===== config.mk =====
export PLATFORM = sky130hd
export DESIGN_NAME = frp_read_path
export DESIGN_NICKNAME = d
export VERILOG_FILES = /design/src/frp_read_path.v
export VERILOG_INCLUDE_DIRS = /design/src
export SDC_FILE = /design/constraint.sdc
export NUM_CORES = 2
export LEC_CHECK = 0
export ABC_AREA = 1
export BUFFER_PORTS_ARGS = -buffer_cell sky130_fd_sc_hd__buf_2
export CAP_MARGIN = 20
export CORE_UTILIZATION = 37
export DETAILED_ROUTE_END_ITERATION = 10
export SLEW_MARGIN = 0
export SYNTH_ARGS = -nofsm -noshare
export SYNTH_HDL_FRONTEND = slang
export SYNTH_SLANG_ARGS = --single-unit

===== constraint.sdc =====
create_clock -name ref_clk_i -period 8.23 [get_ports ref_clk_i]
set_clock_uncertainty 0.2 [all_clocks]
set_input_delay 0.823 -clock ref_clk_i [delete_from_list [all_inputs] [get_ports ref_clk_i]]
set_output_delay 0.823 -clock ref_clk_i [all_outputs]
set_load 0.01 [all_outputs]

===== src/frp_defs.vh =====
// Constants for the read-path parity, swap and bus-sizing block
// What this block does
// RL1: Parity-generate select high generates parity on reads
// RL2: Port A bytes are nine bits, top parity
// RL3: Port B bytes are nine bits, top parity
// RL4: Writes store all nine bits unchanged
// RL5: Parity from low eight bits, odd/even polarity
// RL6: Generated parity replaces stored top bit
// RL7: FIFO parity inserted before output register
// RL8: Selects take effect on new long-word load
// RL9: Mailbox parity reuses the reading port's checker trees
// RL10: Mailbox parity only on selected mailbox read
// RL11: Mailbox contents unchanged by parity generation
// RL12: Swap modes ABCD, DCBA, CDAB, BADC
// RL13: Word reads ordered by endian, two per long word
// RL14: Unused lanes indeterminate on narrow reads
// RL15: Both size selects high output mailbox
// RL16: Byte reads ordered by endian, four per long word
// RL17: Swap mode held through whole long word
// RL18: Swap first, then sequence by bus size
// RL19: Odd gives odd ones count, even even
`ifndef FRP_DEFS_VH
`define FRP_DEFS_VH
`define FRP_ADDR_CTRL      4'h0
`define FRP_ADDR_STATUS    4'h4
`define FRP_CTRL_ODD_BIT   0
`define FRP_CTRL_RESET     1'b0
`define FRP_SIZE_LONG      2'b00
`define FRP_SIZE_WORD      2'b01
`define FRP_SIZE_BYTE      2'b10
`define FRP_SIZE_MAIL      2'b11
`define FRP_SWAP_NONE      2'b00
`define FRP_SWAP_FULL      2'b01
`define FRP_SWAP_HALVES    2'b10
`define FRP_SWAP_PAIRS     2'b11
`define FRP_FIFO_DEPTH     7'h40
`define FRP_WORD_ZERO      36'h0_0000_0000
`define FRP_BUS_ZERO       32'h0000_0000
`endif


===== src/frp_read_path.v =====
// Two-port FIFO with mailboxes and port B parity, swap and bus-size read path
//
// The implementer's own choices: the address map and the Avalon-MM interface to the registers.
`default_nettype none
`include "frp_defs.vh"
module frp_read_path (
	input  wire        ref_clk_i,
	input  wire        rst_i,
	input  wire [3:0]  avs_address_i,
	input  wire        avs_read_i,
	input  wire        avs_write_i,
	input  wire [31:0] avs_writedata_i,
	output reg  [31:0] avs_readdata_o,
	output wire        avs_waitrequest_o,
	input  wire        port_a_chip_select_n_i,
	input  wire        port_a_enable_i,
	input  wire        port_a_write_read_sel_i,
	input  wire        port_a_mailbox_sel_i,
	input  wire        port_a_parity_generate_sel_i,
	input  wire [35:0] port_a_data_i,
	output reg  [35:0] port_a_data_o,
	output wire        port_a_data_oe_o,
	output wire        port_a_parity_error_n_o,
	input  wire        port_b_chip_select_n_i,
	input  wire        port_b_enable_i,
	input  wire        port_b_write_read_sel_i,
	input  wire        port_b_size_sel_lo_i,
	input  wire        port_b_size_sel_hi_i,
	input  wire        swap_mode_sel_lo_i,
	input  wire        swap_mode_sel_hi_i,
	input  wire        big_endian_sel_n_i,
	input  wire        port_b_parity_generate_sel_i,
	input  wire [35:0] port_b_data_i,
	output reg  [35:0] port_b_data_o,
	output wire        port_b_data_oe_o,
	output wire        port_b_parity_error_n_o,
	output wire        a_to_b_mailbox_full_o,
	output wire        b_to_a_mailbox_full_o,
	output wire        fifo_empty_o,
	output wire        fifo_full_o
);

	// Parity of one nine-bit byte from its low eight bits
	function par_bit;
		input [7:0] d;
		input       odd;
		begin
			par_bit = odd ? ~(^d) : (^d); // RL5 RL19
		end
	endfunction

	// Replace each byte's top bit with generated parity
	function [35:0] gen_par;
		input [35:0] w;
		input        odd;
		integer      i;
		begin
			gen_par = w;
			for (i = 0; i < 4; i = i + 1) begin
				gen_par[9*i+8] = par_bit(w[9*i +: 8], odd); // RL2 RL3 RL6
			end
		end
	endfunction

	// Flag byte whose stored parity does not match
	function par_bad;
		input [35:0] w;
		input        odd;
		integer      i;
		begin
			par_bad = 1'b0;
			for (i = 0; i < 4; i = i + 1) begin
				if (w[9*i+8] != par_bit(w[9*i +: 8], odd))
					par_bad = 1'b1;
			end
		end
	endfunction

	// Byte reordering of a long word A,B,C,D (A high)
	function [35:0] swap_word;
		input [35:0] w;
		input [1:0]  m;
		begin
			case (m)
				`FRP_SWAP_NONE:   swap_word = w;
				`FRP_SWAP_FULL:   swap_word = {w[8:0], w[17:9], w[26:18], w[35:27]};
				`FRP_SWAP_HALVES: swap_word = {w[17:9], w[8:0], w[35:27], w[26:18]};
				default:          swap_word = {w[26:18], w[35:27], w[8:0], w[17:9]};
			endcase
		end
	endfunction

	reg  [35:0] fifo_mem [0:63];
	reg  [5:0]  wr_ptr_reg;
	reg  [5:0]  rd_ptr_reg;
	reg  [6:0]  count_reg;
	reg  [35:0] a_to_b_mailbox_reg;
	reg  [35:0] b_to_a_mailbox_reg;
	reg         a_to_b_full_reg;
	reg         b_to_a_full_reg;
	reg  [35:0] hold_reg;
	reg  [1:0]  left_reg;
	reg  [1:0]  pos_reg;
	reg  [1:0]  size_reg;
	reg         be_n_reg;
	reg  [1:0]  swap_reg;
	reg         ctrl_odd_reg;
	reg         ack_reg;

	wire        odd_sel = ctrl_odd_reg;
	wire [1:0]  size_sel = {port_b_size_sel_hi_i, port_b_size_sel_lo_i};
	wire [1:0]  swap_sel = {swap_mode_sel_hi_i, swap_mode_sel_lo_i};
	wire        a_sel = ~port_a_chip_select_n_i & port_a_enable_i;
	wire        b_sel = ~port_b_chip_select_n_i & port_b_enable_i;
	wire        a_wr = a_sel & port_a_write_read_sel_i;
	wire        a_rd = a_sel & ~port_a_write_read_sel_i;
	wire        b_wr = b_sel & port_b_write_read_sel_i;
	wire        b_rd = b_sel & ~port_b_write_read_sel_i;
	wire        empty = (count_reg == 7'h00);
	wire        full = (count_reg == `FRP_FIFO_DEPTH);
	wire        b_mail = (size_sel == `FRP_SIZE_MAIL); // RL15
	wire        a_mail_rd = a_rd & port_a_mailbox_sel_i;
	wire        a_mail_gen = a_mail_rd & port_a_parity_generate_sel_i; // RL10
	wire        b_mail_rd = b_rd & b_mail;
	wire        b_mail_gen = b_mail_rd & port_b_parity_generate_sel_i; // RL10
	wire        push = a_wr & ~port_a_mailbox_sel_i & ~full;
	wire        a_mail_wr = a_wr & port_a_mailbox_sel_i & ~a_to_b_full_reg;
	wire        b_mail_wr = b_wr & b_mail & ~b_to_a_full_reg;
	wire        b_fifo_rd = b_rd & ~b_mail;
	wire        new_long = b_fifo_rd & ((left_reg == 2'd0) | (size_sel != size_reg));
	wire        pop = new_long & ~empty;
	wire        next_piece = b_fifo_rd & ~new_long;

	// Shared checker trees: port A bus or the B-to-A mailbox, port B bus or A-to-B mailbox
	wire [35:0] tree_a_in = a_mail_gen ? b_to_a_mailbox_reg : port_a_data_i; // RL9
	wire [35:0] tree_b_in = b_mail_gen ? a_to_b_mailbox_reg : port_b_data_i; // RL9
	wire [35:0] tree_a_out = gen_par(tree_a_in, odd_sel);
	wire [35:0] tree_b_out = gen_par(tree_b_in, odd_sel);

	// Parity and swap applied between memory and output register
	wire [35:0] fifo_word = fifo_mem[rd_ptr_reg];
	wire [35:0] fifo_par = port_b_parity_generate_sel_i ? gen_par(fifo_word, odd_sel)
		: fifo_word; // RL1 RL7 RL8
	wire [35:0] fifo_swapped = swap_word(fifo_par, swap_sel); // RL12 RL18

	// Pick the piece of a held long word for a given read number
	function [35:0] piece;
		input [35:0] w;
		input [1:0]  sz;
		input        be_n;
		input [1:0]  k;
		reg   [8:0]  byte_v;
		reg   [17:0] half_v;
		begin
			byte_v = w[9*(be_n ? k : 2'd3 - k) +: 9];
			half_v = (k[0] ^ be_n) ? w[17:0] : w[35:18];
			case (sz)
				`FRP_SIZE_WORD: piece = be_n ? {18'h0_0000, half_v}
					: {half_v, 18'h0_0000}; // RL13 RL14
				`FRP_SIZE_BYTE: piece = be_n ? {27'h000_0000, byte_v}
					: {byte_v, 27'h000_0000}; // RL16 RL14
				default:        piece = w;
			endcase
		end
	endfunction

	always @(posedge ref_clk_i) begin
		if (push) begin
			fifo_mem[wr_ptr_reg] <= port_a_data_i; // RL4
		end
	end

	always @(posedge ref_clk_i or posedge rst_i) begin
		if (rst_i) begin
			wr_ptr_reg <= 6'h00;
			rd_ptr_reg <= 6'h00;
			count_reg <= 7'h00;
			a_to_b_mailbox_reg <= `FRP_WORD_ZERO;
			b_to_a_mailbox_reg <= `FRP_WORD_ZERO;
			a_to_b_full_reg <= 1'b0;
			b_to_a_full_reg <= 1'b0;
			hold_reg <= `FRP_WORD_ZERO;
			left_reg <= 2'd0;
			pos_reg <= 2'd0;
			size_reg <= `FRP_SIZE_LONG;
			be_n_reg <= 1'b1;
			swap_reg <= `FRP_SWAP_NONE;
			port_a_data_o <= `FRP_WORD_ZERO;
			port_b_data_o <= `FRP_WORD_ZERO;
		end else begin
			if (push)
				wr_ptr_reg <= wr_ptr_reg + 6'h01;
			if (pop)
				rd_ptr_reg <= rd_ptr_reg + 6'h01;
			if (push & ~pop)
				count_reg <= count_reg + 7'h01;
			else if (pop & ~push)
				count_reg <= count_reg - 7'h01;
			if (a_mail_wr)
				a_to_b_mailbox_reg <= port_a_data_i; // RL4
			if (b_mail_wr)
				b_to_a_mailbox_reg <= port_b_data_i; // RL4
			// Write only lands while flag clear; a mailbox read in the same cycle loses to the set
			if (a_mail_wr)
				a_to_b_full_reg <= 1'b1;
			else if (b_mail_rd)
				a_to_b_full_reg <= 1'b0;
			if (b_mail_wr)
				b_to_a_full_reg <= 1'b1;
			else if (a_mail_rd)
				b_to_a_full_reg <= 1'b0;
			if (a_mail_rd)
				port_a_data_o <= a_mail_gen ? tree_a_out : b_to_a_mailbox_reg; // RL11
			if (b_mail_rd) begin
				port_b_data_o <= b_mail_gen ? tree_b_out : a_to_b_mailbox_reg; // RL15 RL11
			end else if (pop) begin
				hold_reg <= fifo_swapped; // RL17
				swap_reg <= swap_sel; // RL17
				size_reg <= size_sel;
				be_n_reg <= big_endian_sel_n_i;
				pos_reg <= 2'd1;
				case (size_sel)
					`FRP_SIZE_WORD: left_reg <= 2'd1;
					`FRP_SIZE_BYTE: left_reg <= 2'd3;
					default:        left_reg <= 2'd0;
				endcase
				port_b_data_o <= piece(fifo_swapped, size_sel, big_endian_sel_n_i,
					2'd0); // RL7 RL18
			end else if (next_piece) begin
				port_b_data_o <= piece(hold_reg, size_reg, be_n_reg, pos_reg); // RL17
				pos_reg <= pos_reg + 2'd1;
				left_reg <= left_reg - 2'd1;
			end
		end
	end

	// Register bus: one wait cycle; a write lands on the edge after the one that ends the wait
	always @(posedge ref_clk_i or posedge rst_i) begin
		if (rst_i) begin
			ack_reg <= 1'b0;
			ctrl_odd_reg <= `FRP_CTRL_RESET;
			avs_readdata_o <= `FRP_BUS_ZERO;
		end else begin
			ack_reg <= (avs_read_i | avs_write_i) & ~ack_reg;
			if (avs_write_i & ack_reg & (avs_address_i == `FRP_ADDR_CTRL))
				ctrl_odd_reg <= avs_writedata_i[`FRP_CTRL_ODD_BIT];
			if (avs_read_i & ~ack_reg) begin
				case (avs_address_i)
					`FRP_ADDR_CTRL:   avs_readdata_o <= {31'h0000_0000, ctrl_odd_reg};
					`FRP_ADDR_STATUS: avs_readdata_o <= {24'h00_0000, left_reg, swap_reg,
						full, empty, b_to_a_full_reg, a_to_b_full_reg};
					default:          avs_readdata_o <= `FRP_BUS_ZERO;
				endcase
			end
		end
	end

	assign avs_waitrequest_o = (avs_read_i | avs_write_i) & ~ack_reg;
	assign port_a_data_oe_o = a_rd;
	assign port_b_data_oe_o = b_rd;
	// Checker flag forced high while its trees generate mailbox parity
	assign port_a_parity_error_n_o = a_mail_gen | ~par_bad(port_a_data_i, odd_sel); // RL9
	assign port_b_parity_error_n_o = b_mail_gen | ~par_bad(port_b_data_i, odd_sel); // RL9
	assign a_to_b_mailbox_full_o = a_to_b_full_reg;
	assign b_to_a_mailbox_full_o = b_to_a_full_reg;
	assign fifo_empty_o = empty;
	assign fifo_full_o = full;

endmodule
`default_nettype wire


==> impl_metrics.toml <==
[placed_design]
pre_cts_slack_ps = 2554
dp_cells = 13300
io_buffers = 183
gp_congestion = 0.9034
dp_hpwl_um = 192500
placed_cell_area_um2 = 112200

[yosys]
netlist_instances = 9699
synth.avg_cell_area_um2 = 11.03
yosysTopAreaCellShare_pct = 64.68
synth-edff-count = 2304
ys_types = 47
ys_seq_area_share_pct = 69.83
synth.largest_area_cell = "edfxtp_1"
synth_area_leaders = "edfxtp_1, nand2_1, dfrtp_1"
ys_ff_latch = 2524
ys_warn_count = 0
yosys_most_used_dff = "edfxtp_1"
syn_area_um2 = 107000
synthArstFlopShare_pct = 8.716

[finish]
stdcell_area_um2 = 121400
largest_reg_flops = 2304
nFillCells = 26600
multi_input_area_um2 = 28230
final_nets = 9997
syn_to_final_growth_pct = 13.49
regArea_um2 = 74710
fin_util_pct = 42.17
drive_gt1_share_pct = 9.227
instances_no_fill = 13830
regMostFlops = "fifo_mem"

[timing]
whs_ps = 88.64
tns_ps = 0
drv_slew = 0
slew_headroom_pct = 25.60
setup_viol = 0
tightest_slew_ps = 1088
period_share_pct = 69.61
hold_viol = 0
clock.fmax_mhz = 174.6
rsz0062_at_grt = "no"
fin_ws_ps = 2501
finalCriticalPeriod_ps = 5729

[power_and_ir_drop]
p_total_mw = 42.30
p_sw_share_pct = 39.79
p_leak_nw = 44.72
max-vdd-ir-drop_v = 0.0002985
internal_power_mw = 25.47
comb_power_share_pct = 36.3
switchingPower_mw = 16.83
p_seq_share_pct = 35.3
power.density_nw_per_um2 = 348.4
p_clk_share_pct = 28.4

[critical_path]
cp-start-kind = "register"
r2r_cells = 20
critPathLaunch = "rd_ptr_reg[2]"
critPathKind = "register to register"
cp-endpoint = "port_b_data_o[8]"
rr_startpoint = "rd_ptr_reg[2]"
reg2reg_to = "port_b_data_o[8]"
regToRegSetupSlack_ps = 2500
cp_data_arrival_time_ps = 6340
critPathRequiredTime_ps = 8840
end_kind = "register"
crit_fanout = 47

[clock_tree]
cts_buffers = 288
clock_insertion_delay_worst_skew_ps = 940
cts_sinks = 2524
cts_tree = "yes"
post_cts_resized = 0
path_clk_slew_ps = 60
htreeDepth = 5
cts_buffer_depth = 4
cts_root_buffer = "clkbuf_16"

[hold_path]
hold_path_class = "input pin to register"

[global_routing]
met2_usage_pct = 36.59
grt_max_degree = 205
grt_antenna_before_repair = 13
track_usage_pct = 23.11
grt_pass1_wl_um = 492800
grt.busiest_layer = "met2"
met1_usage_pct = 31.24
grt_pass1_vias = 70360
grt-ovfl-total = 0
met3_usage_pct = 4.067

[drt]
drt_iter0_markers = 9531
dr.pass1.iters = 6
viasPerCell = 5.395
drt-wirelength-per-cell_um = 24.86
wl_um = 343900
vias = 74630
ant_nets = 0
drc = 0

[floorplan]
die_x_um = 539.7
io_pins = 239
rows = 197
die-area_um2 = 291300
start_util_pct = 37.16
die-height_um = 539.7
core_area_um2 = 287900

[job]
max_cap_viol_count = 0

[outcome]
status = "finished, final reports clean"
[final cells by class]
| cell class | count | area share, % |
|---|---|---|
| Sequential cell | 2524 | 61.54 |
| Multi-Input combinational cell | 6128 | 23.25 |
| Clock buffer | 366 | 6.386 |
| Tap cell | 3781 | 3.897 |
| Timing Repair Buffer | 431 | 2.653 |
| Inverter | 483 | 1.525 |
| Clock inverter | 115 | 0.7379 |
| Antenna cell | 5 | 0.01031 |
[cell usage in the layout, fill, tap and decap left out, types with 24 or more instances in the layout]
cell / count
a21oi_1: 318
a22oi_1: 45
buf_2: 183
buf_4: 177
clkbuf_1: 64
clkbuf_16: 298
clkinv_1: 53
clkinv_2: 37
conb_1: 24
dfrtp_1: 213
dlygate4sd3_1: 45
edfxtp_1: 2304
inv_1: 450
nand2_1: 2333
nand3_1: 723
nor2_1: 1326
nor2_4: 63
o211ai_1: 131
o21ai_0: 716
o21ai_1: 43
o221ai_1: 30
o22ai_1: 29
or2_2: 45
xnor2_1: 45
xor2_1: 85
[synth_stat cells, types with 30 or more instances]
cell type / count
inv_1: 452
xnor2_1: 51
o211ai_1: 131
edfxtp_1: 2304
o21ai_1: 43
a22oi_1: 45
nand2_1: 2336
buf_2: 271
o21ai_0: 716
or2_2: 45
o221ai_1: 30
buf_4: 62
a21oi_1: 318
nor2_1: 1389
buf_1: 42
dfrtp_1: 219
xor2_1: 87
clkbuf_1: 197
nand3_1: 723
[cell families (layout without fill, tap and decap cells)]
logic type                 Yosys count  after routing  share of synthesized area, %
AOI/OAI and AO/OA                 1411           1411                         7.448
DFF                               2524           2524                         69.83
buffers and inverters             1070           1395                         4.394
and+or+nand+nor                   4529           4529                         16.90
muxes                               11             11                        0.1158
adders and majority gates           15             15                        0.1825
xor gates and xnor gates           138            138                         1.130
other                                1             29                      0.003506
[critical path, stage by stage, from the launching register on]
cell and delay (ps):
dfrtp_4 730, inv_6 550, buf_4 810, buf_4 810, nand3_1 150, nand3_1 100, nand2_1 110, nand3_1 100
nand2_1 390, inv_1 320, nand2_1 70, nand2_1 70, nand2_1 50, nand2_1 170, nand3_1 100, nand3_1 100
nand2_2 90, nand2_1 70, nand4_1 240, nand2_1 140, a21oi_1 80
[how the worst min path moves through the flow]
stage                                      start                     end  cells past startpoint
after floorplan           a_to_b_mailbox_reg[26]  a_to_b_mailbox_reg[26]                      2
after global placement                   ack_reg                 ack_reg                      1
after detailed placement                 ack_reg                 ack_reg                      1
after CTS                            avs_write_i            ctrl_odd_reg                      3
after global routing          swap_mode_sel_hi_i             swap_reg[1]                      3
final                       port_a_mailbox_sel_i        port_a_data_o[5]                      4
[power groups by stage]
stage / clock [mW] / combinational [mW] / sequential (mW)
final: 12.0 / 15.3 / 14.9
after global routing: 12.6 / 16.6 / 15.0
after CTS: 12.2 / 15.2 / 14.9
after detailed placement: 0 / 15.1 / 15.2
after global placement: 0 / 14.9 / 15.2
after floorplan: 0 / 9.73 / 14.9
[per-layer routing]
layer  wire (µm)  part of all wire [%]
met1      138400                    40
met2      157800                    46
met3       32140                   9.3
met4       15510                   4.5
met5          24                0.0070
[repair_timing]
item                                   CTS  global route
setup buffers                            0             0
hold buffers                            45             0
endpoints found under the hold margin  118             0
setup endpoints to repair                0             0
(Power assumes the default switching activity.)
